<file path="src/shared/pwm_stage_pkg.sv">
// Constants for the PWM output stage configuration block.
// Assumes a 32-bit AXI4-Lite master and an 8-bit register space.
package pwm_stage_pkg;
    localparam int          ADDR_W      = 8;
    localparam int          NCH         = 8;
    // Register indices; byte address is four times the index
    localparam logic [7:0]  IDX_CTRL    = 8'h02;
    localparam logic [7:0]  IDX_CFG     = 8'h31;
    localparam logic [7:0]  IDX_MINP    = 8'h32;
    localparam logic [7:0]  IDX_DLY     = 8'h33;
    localparam logic [7:0]  IDX_PSR     = 8'h34;
    localparam logic [7:0]  ADR_CTRL    = 8'(IDX_CTRL * 4);
    localparam logic [7:0]  ADR_CFG     = 8'(IDX_CFG * 4);
    localparam logic [7:0]  ADR_MINP    = 8'(IDX_MINP * 4);
    localparam logic [7:0]  ADR_DLY     = 8'(IDX_DLY * 4);
    localparam logic [7:0]  ADR_PSR     = 8'(IDX_PSR * 4);
    // Field positions
    localparam int          CTRL_PDN    = 0;
    localparam int          CTRL_SYNC   = 7;
    localparam int          CFG_P1      = 4;
    localparam int          CFG_P2      = 3;
    localparam int          CFG_A3      = 2;
    localparam int          CFG_B3      = 1;
    localparam int          CFG_P4      = 0;
    localparam int          MINP_DIS    = 7;
    localparam int          MINP_LSB    = 0;
    localparam int          DLY_LEG_LSB = 5;
    localparam int          DLY_PR_LSB  = 0;
    localparam int          SUPPLY_REJECT_ENABLE      = 7;
    localparam int          PSR_RST     = 6;
    localparam int          PSR_FB      = 5;
    localparam int          PSR_DIV_LSB = 0;
    // Writable-bit masks and reset values
    localparam logic [7:0]  MASK_CTRL   = 8'h01;
    localparam logic [7:0]  MASK_CFG    = 8'h1F;
    localparam logic [7:0]  MASK_MINP   = 8'h9F;
    localparam logic [7:0]  MASK_DLY    = 8'hFF;
    localparam logic [7:0]  MASK_PSR    = 8'hE7;
    localparam logic [7:0]  RST_CTRL    = 8'h01;
    localparam logic [7:0]  RST_ZERO    = 8'h00;
    // Delay line and divider sizing, bus response codes
    localparam int          TAPS        = 38;
    localparam logic [2:0]  DIV_OFF     = 3'h0;
    localparam logic [2:0]  DIV_LAST    = 3'h6;
    localparam logic [2:0]  DIV_SHIFT   = 3'h3;
    localparam logic [1:0]  RESP_OKAY   = 2'h0;
    localparam logic [1:0]  RESP_SLVERR = 2'h2;
endpackage

</file>
<file path="src/hdl/supply_sync_gen.sv">
// Supply sync clock divider from the crystal clock.
// Assumes aclk is the crystal clock.
`timescale 1ns/100ps
module supply_sync_gen
    import pwm_stage_pkg::*;
(
    // Clock and reset
    input  wire logic       aclk,
    input  wire logic       aresetn,
    // Control and output
    input  wire logic [2:0] div_code,
    output logic            sync_clk
);
    typedef struct packed {
        logic [9:0] cnt;
        logic       clk;
    } sync_state_type;

    sync_state_type s_reg;
    sync_state_type s_next;
    logic [9:0]     half_last;

    always_comb begin
        s_next    = s_reg;
        // Shift amount widened so codes five and six do not wrap
        half_last = 10'((11'h1 << (4'(div_code) + 4'(DIV_SHIFT))) - 11'h1);
        if (div_code == DIV_OFF || div_code > DIV_LAST) begin
            s_next = '0;
        end else if (s_reg.cnt >= half_last) begin
            s_next.cnt = '0;
            s_next.clk = ~s_reg.clk;
        end else begin
            s_next.cnt = s_reg.cnt + 10'h1;
        end
    end

    always_ff @(posedge aclk) begin
        if (!aresetn) begin
            s_reg <= '0;
        end else begin
            s_reg <= s_next;
        end
    end

    assign sync_clk = s_reg.clk;
endmodule

</file>
<file path="src/hdl/pwm_leg_shaper.sv">
// Minimum pulse and delay shaping of one channel's plus and minus legs.
// Assumes mclk_en is a one-cycle PWM master clock tick on aclk.
`timescale 1ns/100ps
module pwm_leg_shaper
    import pwm_stage_pkg::*;
(
    // Clock and reset
    input  wire logic       aclk,
    input  wire logic       aresetn,
    input  wire logic       mclk_en,
    // Settings
    input  wire logic [4:0] min_pulse,
    input  wire logic [2:0] leg_delay,
    input  wire logic [4:0] pair_delay,
    input  wire logic       full_bridge,
    input  wire logic       minus_disable,
    // Legs, index 0 plus and 1 minus
    input  wire logic [1:0] raw,
    output logic [1:0]      leg_out
);
    typedef struct packed {
        logic [1:0][4:0]      held;
        logic [1:0]           lvl;
        logic [1:0][TAPS-1:0] line;
        logic [1:0]           out;
    } leg_state_type;

    leg_state_type s_reg;
    leg_state_type s_next;
    logic [1:0][5:0] dly;
    logic [1:0]      tap;

    always_comb begin
        s_next = s_reg;
        dly[0] = {1'b0, pair_delay};
        dly[1] = 6'({1'b0, pair_delay} + {3'h0, leg_delay});
        for (int l = 0; l < 2; l++) begin
            tap[l] = (dly[l] == 6'h0) ? s_reg.lvl[l] : s_reg.line[l][6'(dly[l] - 6'h1)];
            if (mclk_en) begin
                if (s_reg.held[l] != 5'h1F) begin
                    s_next.held[l] = s_reg.held[l] + 5'h1;
                end
                if (raw[l] != s_reg.lvl[l] && s_reg.held[l] >= min_pulse) begin
                    s_next.lvl[l]  = raw[l];
                    // Count from one so a pulse of exactly the setting passes
                    s_next.held[l] = 5'h1;
                end
                s_next.line[l] = {s_reg.line[l][TAPS-2:0], s_reg.lvl[l]};
            end
        end
        s_next.out[0] = tap[0];
        s_next.out[1] = tap[1] & ~(minus_disable & ~full_bridge);
    end

    always_ff @(posedge aclk) begin
        if (!aresetn) begin
            s_reg <= '0;
        end else begin
            s_reg <= s_next;
        end
    end

    assign leg_out = s_reg.out;
endmodule

</file>
<file path="src/hdl/pwm_output_stage_config.sv">
// Output stage configuration for an eight-channel PWM modulator.
// Assumes an AXI4-Lite master and modulator legs on aclk.
//
// Overview of operation
// - Pair two bit selects half or full
// - Channel A3 bit selects half or full
// - Channel B3 bit selects half or full
// - Pair four bit selects half or full
// - Stage settings writable only while powered down
// - Minus disable mutes half-bridge minus legs
// - Full-bridge channels ignore minus disable
// - One minimum pulse setting for all legs
// - Minimum pulse is setting times master periods
// - Minus leg delayed by leg delay count
// - A pair delayed from B by pair count
// - Leg delay is zero after reset
// - Supply rejection enable bit drives its output
// - Supply rejection reset low while bit zero
// - Divider code sets supply sync clock rate
//
// The AXI4-Lite slave port was left to the implementer.
`timescale 1ns/100ps
module pwm_output_stage_config
    import pwm_stage_pkg::*;
(
    // Clock and reset
    input  wire logic              aclk,
    input  wire logic              aresetn,
    // AXI4-Lite write address
    input  wire logic              s_axi_awvalid,
    output logic                   s_axi_awready,
    input  wire logic [ADDR_W-1:0] s_axi_awaddr,
    input  wire logic [2:0]        s_axi_awprot,
    // AXI4-Lite write data
    input  wire logic              s_axi_wvalid,
    output logic                   s_axi_wready,
    input  wire logic [31:0]       s_axi_wdata,
    input  wire logic [3:0]        s_axi_wstrb,
    // AXI4-Lite write response
    output logic                   s_axi_bvalid,
    input  wire logic              s_axi_bready,
    output logic [1:0]             s_axi_bresp,
    // AXI4-Lite read address
    input  wire logic              s_axi_arvalid,
    output logic                   s_axi_arready,
    input  wire logic [ADDR_W-1:0] s_axi_araddr,
    input  wire logic [2:0]        s_axi_arprot,
    // AXI4-Lite read data
    output logic                   s_axi_rvalid,
    input  wire logic              s_axi_rready,
    output logic [31:0]            s_axi_rdata,
    output logic [1:0]             s_axi_rresp,
    // Modulator legs and master clock tick
    input  wire logic              mclk_en,
    input  wire logic [NCH-1:0]    mod_plus,
    input  wire logic [NCH-1:0]    mod_minus,
    // Power stage outputs
    output logic [NCH-1:0]         pwm_plus_out,
    output logic [NCH-1:0]         pwm_minus_out,
    // Supply rejection outputs
    output logic                   supply_reject_enable,
    output logic                   supply_reject_reset_n,
    output logic                   feedback_enable,
    output logic                   supply_sync_clock
);
    typedef struct packed {
        logic                aw_hold;
        logic                w_hold;
        logic [ADDR_W-1:0]   aw_addr;
        logic [7:0]          w_data;
        logic                w_lane;
        logic                bvalid;
        logic [1:0]          bresp;
        logic                rvalid;
        logic [1:0]          rresp;
        logic [7:0]          rdata;
        logic [7:0]          ctrl;
        logic [7:0]          cfg;
        logic [7:0]          minp;
        logic [7:0]          dly;
        logic [7:0]          psr;
    } cfg_state_type;

    cfg_state_type  s_reg;
    cfg_state_type  s_next;
    logic           wr_fire;
    logic           power_down_bit;
    logic [NCH-1:0] full_bridge;
    logic [7:0]     ctrl_view;

    assign wr_fire = s_reg.aw_hold && s_reg.w_hold && !s_reg.bvalid;
    assign power_down_bit     = s_reg.ctrl[CTRL_PDN];

    // Channel order A1 B1 A2 B2 A3 B3 A4 B4
    assign full_bridge = {
        s_reg.cfg[CFG_P4], s_reg.cfg[CFG_P4],
        s_reg.cfg[CFG_B3],
        s_reg.cfg[CFG_A3],
        s_reg.cfg[CFG_P2], s_reg.cfg[CFG_P2],
        s_reg.cfg[CFG_P1], s_reg.cfg[CFG_P1]
    };

    always_comb begin
        ctrl_view            = s_reg.ctrl & MASK_CTRL;
        ctrl_view[CTRL_SYNC] = supply_sync_clock;
    end

    always_comb begin
        s_next = s_reg;

        // Address and data are taken independently, in either order
        if (s_axi_awvalid && !s_reg.aw_hold) begin
            s_next.aw_hold = 1'b1;
            s_next.aw_addr = s_axi_awaddr;
        end
        if (s_axi_wvalid && !s_reg.w_hold) begin
            s_next.w_hold = 1'b1;
            s_next.w_data = s_axi_wdata[7:0];
            s_next.w_lane = s_axi_wstrb[0];
        end

        if (wr_fire) begin
            s_next.aw_hold = 1'b0;
            s_next.w_hold  = 1'b0;
            s_next.bvalid  = 1'b1;
            s_next.bresp   = RESP_OKAY;
            unique case (s_reg.aw_addr)
                ADR_CTRL: begin
                    if (s_reg.w_lane) begin
                        s_next.ctrl = s_reg.w_data & MASK_CTRL;
                    end
                end
                // Locked while running: a refused write still answers OKAY
                ADR_CFG: begin
                    if (s_reg.w_lane && power_down_bit) begin
                        s_next.cfg = s_reg.w_data & MASK_CFG;
                    end
                end
                ADR_MINP: begin
                    if (s_reg.w_lane && power_down_bit) begin
                        s_next.minp = s_reg.w_data & MASK_MINP;
                    end
                end
                ADR_DLY: begin
                    if (s_reg.w_lane && power_down_bit) begin
                        s_next.dly = s_reg.w_data & MASK_DLY;
                    end
                end
                ADR_PSR: begin
                    if (s_reg.w_lane) begin
                        s_next.psr = s_reg.w_data & MASK_PSR;
                    end
                end
                default: begin
                    s_next.bresp = RESP_SLVERR;
                end
            endcase
        end else if (s_reg.bvalid && s_axi_bready) begin
            s_next.bvalid = 1'b0;
        end

        if (s_axi_arvalid && !s_reg.rvalid) begin
            s_next.rvalid = 1'b1;
            s_next.rresp  = RESP_OKAY;
            unique case (s_axi_araddr)
                ADR_CTRL: s_next.rdata = ctrl_view;
                ADR_CFG:  s_next.rdata = s_reg.cfg;
                ADR_MINP: s_next.rdata = s_reg.minp;
                ADR_DLY:  s_next.rdata = s_reg.dly;
                ADR_PSR:  s_next.rdata = s_reg.psr;
                default: begin
                    s_next.rdata = RST_ZERO;
                    s_next.rresp = RESP_SLVERR;
                end
            endcase
        end else if (s_reg.rvalid && s_axi_rready) begin
            s_next.rvalid = 1'b0;
        end
    end

    always_ff @(posedge aclk) begin
        if (!aresetn) begin
            s_reg      <= '0;
            s_reg.ctrl <= RST_CTRL;
            s_reg.cfg  <= RST_ZERO;
            s_reg.minp <= RST_ZERO;
            s_reg.dly  <= RST_ZERO;
            s_reg.psr  <= RST_ZERO;
        end else begin
            s_reg <= s_next;
        end
    end

    // Bus outputs
    assign s_axi_awready = !s_reg.aw_hold;
    assign s_axi_wready  = !s_reg.w_hold;
    assign s_axi_bvalid  = s_reg.bvalid;
    assign s_axi_bresp   = s_reg.bresp;
    assign s_axi_arready = !s_reg.rvalid;
    assign s_axi_rvalid  = s_reg.rvalid;
    assign s_axi_rresp   = s_reg.rresp;
    assign s_axi_rdata   = {24'h000000, s_reg.rdata};

    // Supply rejection pins follow their stored bits
    assign supply_reject_enable  = s_reg.psr[SUPPLY_REJECT_ENABLE];
    assign supply_reject_reset_n = s_reg.psr[PSR_RST];
    assign feedback_enable       = s_reg.psr[PSR_FB];

    supply_sync_gen u_sync (
        .aclk     (aclk),
        .aresetn  (aresetn),
        .div_code (s_reg.psr[PSR_DIV_LSB +: 3]),
        .sync_clk (supply_sync_clock)
    );

    // One shaper per channel; B channels carry no pair delay
    generate
        for (genvar i = 0; i < NCH; i++) begin : g_chan
            logic [1:0] leg;
            pwm_leg_shaper u_shaper (
                .aclk          (aclk),
                .aresetn       (aresetn),
                .mclk_en       (mclk_en),
                .min_pulse     (s_reg.minp[MINP_LSB +: 5]),
                .leg_delay     (s_reg.dly[DLY_LEG_LSB +: 3]),
                .pair_delay    ((i % 2 == 0) ? s_reg.dly[DLY_PR_LSB +: 5] : 5'h00),
                .full_bridge   (full_bridge[i]),
                .minus_disable (s_reg.minp[MINP_DIS]),
                .raw           ({mod_minus[i], mod_plus[i]}),
                .leg_out       (leg)
            );
            assign pwm_plus_out[i]  = leg[0];
            assign pwm_minus_out[i] = leg[1];
        end
    endgenerate
endmodule

</file>
<file path="config.mk">
export PLATFORM = sky130hd
export DESIGN_NAME = pwm_output_stage_config
export DESIGN_NICKNAME = d
export VERILOG_FILES = /design/src/shared/pwm_stage_pkg.sv /design/src/hdl/supply_sync_gen.sv /design/src/hdl/pwm_leg_shaper.sv /design/src/hdl/pwm_output_stage_config.sv
export SDC_FILE = /design/constraint.sdc
export NUM_CORES = 1
export LEC_CHECK = 0
export BUFFER_PORTS_ARGS = -buffer_cell sky130_fd_sc_hd__buf_2
export CORE_MARGIN = 3
export CORE_UTILIZATION = 30
export CTS_CLUSTER_DIAMETER = 100
export DETAILED_ROUTE_END_ITERATION = 6
export PLACE_DENSITY = 0.48
export SLEW_MARGIN = 0
export SYNTH_ARGS = -nofsm -noshare
export SYNTH_HDL_FRONTEND = slang
export SYNTH_SLANG_ARGS = --single-unit
</file>
<file path="constraint.sdc">
create_clock -name aclk -period 6.6 [get_ports aclk]
set_input_delay 1.65 -clock aclk [delete_from_list [all_inputs] [get_ports aclk]]
set_output_delay 1.65 -clock aclk [all_outputs]
set_load 0.02 [all_outputs]
</file>
==> flow_metrics.env <==
export IMPL_synth_top_cell_by_area="dfxtp_1"
export IMPL_drc=0
export IMPL_synth_seq_area_share=0.4008
export IMPL_grt_setup_unrepaired="false"
export IMPL_fp_row_count=104
export IMPL_layout_commonest_cell="dfxtp_1"
export IMPL_post_dp_hpwl_um=37110
export IMPL_vias=17670
export IMPL_ir_drop_uv=213.7
export IMPL_status="finished, final reports clean"
export IMPL_post_route_util=0.3404
export IMPL_fin_skew_ps=14.01
export IMPL_ys_flop_type="dfxtp_1"
export IMPL_fill_cells=8122
export IMPL_cts_buffers=57
export IMPL_cp_top_family="adder cells"
export IMPL_hp_class="register to register"
export IMPL_synthMuxAreaShare=0.2323
export IMPL_placed_cell_area_um2=25600
export IMPL_vias_per_cell=4.902
export IMPL_worstSetupStartpointType="register"
export IMPL_place_ws_ps=2473
export IMPL_most_common_layout_cells="dfxtp_1, nor2_1, mux2i_1, nand2_1, ha_1"
export IMPL_hold_viol=0
export IMPL_start_util=0.3041
export IMPL_leakagePower_uw=0.01118
export IMPL_crit_required_ps=7090
export IMPL_yosysTopAreaCellShare=0.4008
export IMPL_synth_cells=2508
export IMPL_antenna_found_initial=1
export IMPL_clk_path_buf_depth=3
export IMPL_setup_viol=0
export IMPL_multi_input_area_um2=13570
export IMPL_postCtsHoldBufs=0
export IMPL_end_kind="register"
export IMPL_cap_violations=0
export IMPL_cpPeakStageDelay_ps=870
export IMPL_area_growth_pct=11.93
export IMPL_die_h_um=292.2
export IMPL_pin_count=143
export IMPL_gp_congestion=0.7794
export IMPL_synth_adder_area_share=0.06701
export IMPL_syn_area_um2=24570
export IMPL_worstMarginPinSlew_ps=1103
export IMPL_cpMostUsedCell="mux2i_1"
export IMPL_layout_nets=2711
export IMPL_grt_pass1_vias=17450
export IMPL_clock_fmax_ghz=0.2426
export IMPL_drtAntennaViolNets=0
export IMPL_final_area_um2=27510
export IMPL_syn_avg_cell_area_um2=9.798
export IMPL_ys_types=70
export IMPL_die_area_um2=85380
export IMPL_place_inst=3499
export IMPL_synth_top_family_by_area="multiplexers"
export IMPL_synthXorXnorAreaFrac=0.01242
export IMPL_cts_resized=0
export IMPL_period_share=0.6245
export IMPL_setup_tns_ps=0
export IMPL_die_w_um=292.2
export IMPL_grt_overflow_total=0
export IMPL_portBuffers=83
export IMPL_grt_pass1_wl_um=93720
export IMPL_post_cts_buffers=0
export IMPL_worst_path_buf_inv=2
export IMPL_clock_sinks=492
export IMPL_register_area_um2=9851
export IMPL_ys_ff_latch=492
export IMPL_slew_headroom=0.2645
export IMPL_period_needed_ps=4122
export IMPL_first_pass_iters=5
export IMPL_htree_num_levels=2
export IMPL_wirelength_um=57410
export IMPL_root_buffer="clkbuf_16"
export IMPL_crit_arrival_ps=4610
export IMPL_synth_edf_count=0
export IMPL_clkLatencyLatePin_ps=610
export IMPL_synth_compound_area_share=0.1031
export IMPL_cts_tree="yes"
export IMPL_finalNonFillerCells=3605
export IMPL_path_cells="ha_2 > fa_1 > inv_1 > ha_1 > buf_4 > mux4_2 > mux2i_1 > mux2i_1 > o22ai_1 > o21ai_1"
export IMPL_grt_max_degree=153
export IMPL_worstPathMaxFanout=23
export IMPL_setup_ws_ps=2478
export IMPL_postSynth_asyncResetShare=0
export IMPL_drv_slew=0
export IMPL_largest_reg_flops=408
export IMPL_p_per_area_nw_per_um2=243.3
export IMPL_dr_first_iter_drc_count=923
export IMPL_synth_simple_area_share=0.1330
export IMPL_crit_slowest_cell="dfxtp_1"
export IMPL_synthTopCellsByArea="dfxtp_1, mux2i_1, mux4_2, ha_1, nor2_1"
export IMPL_cts_clk_slew_worst_paths_ps=60
export IMPL_path_class="register to register"
export IMPL_track_usage=0.1327
export IMPL_wl_per_cell_um=15.93
export IMPL_yosysWarnings=0
export IMPL_drive_gt1_frac=0.1219
export IMPL_core_region_area_um2=80810
==> tightest hold or removal path: cells and delay by family (launching register included) <==
| kind | cells | cell delay [ps] |
|---|---|---|
| simple gates | 1 | 50 |
| flops | 1 | 310 |
| compound gates | 1 | 50 |
==> final timing paths <==
path         depth (start not counted)  slack, ps                                        to              startpoint
min reg2reg                          2        460                    s_reg[54]$_SDFFE_PN0P_  s_reg[54]$_SDFFE_PN0P_
max reg2reg                         10       2480  g_chan[6].u_shaper.leg_out[1]$_SDFF_PN0_  s_reg[13]$_SDFFE_PN0P_
max                                 10       2480  g_chan[6].u_shaper.leg_out[1]$_SDFF_PN0_  s_reg[13]$_SDFFE_PN0P_
min                                  2        460                    s_reg[54]$_SDFFE_PN0P_  s_reg[54]$_SDFFE_PN0P_
==> routing by layer <==
metal	routed length, µm	part of all wire	global-route usage
met3	1945	0.034	0.02152
met2	27210	0.47	0.2291
met5	0	0	0
met1	26990	0.47	0.1717
met4	1261	0.022	0.03590
==> Yosys cell counts, types with 16 or more instances <==
library cell / n
nand3_1: 16
mux2i_1: 378
xnor2_1: 17
dfxtp_1: 492
buf_2: 41
nand2b_1: 28
ha_1: 130
buf_4: 57
nor3_1: 25
mux4_2: 80
and3_1: 19
a22o_1: 16
a21oi_1: 84
clkbuf_1: 94
and2_1: 25
o211ai_1: 18
xor2_1: 16
nand2_1: 131
nor2_1: 432
o21ai_0: 51
o22ai_1: 70
inv_1: 58
a21o_1: 58
==> kinds of logic after synthesis <==
| kind of cell | count (synthesis) |
|---|---|
| compound gates | 382 |
| buf+inv | 258 |
| fa+ha+maj | 131 |
| other cells | 1 |
| xor+xnor | 34 |
| simple gates | 741 |
| mux | 469 |
| flops | 492 |
==> area by class of cell <==
| class | count | share of cell area |
|---|---|---|
| multi-input combinational | 1784 | 0.4932 |
| sequential | 492 | 0.3581 |
| clock buffer | 86 | 0.06355 |
| tap | 1060 | 0.04822 |
| timing repair buffer | 104 | 0.02265 |
| inverter | 59 | 0.008325 |
| clock inverter | 18 | 0.005686 |
| antenna | 2 | 0.0001820 |
==> per-stage QoR <==
step,power (µW),hold WS (ps)
after detailed placement,3582,452.4
after global routing,6976,485.3
after global placement,3573,446.0
after CTS,6817,461.4
final,6692,462.9
after floorplan,3481,436.6
==> power by group <==
group | switching (µW) | leakage, µW | total (µW) | internal, µW
combinational | 273 | 0.00625 | 442 | 169
clock | 1280 | 0.000946 | 3180 | 1890
sequential | 52.1 | 0.00398 | 3070 | 3020
No activity file was read; power rests on OpenSTA's default activity.
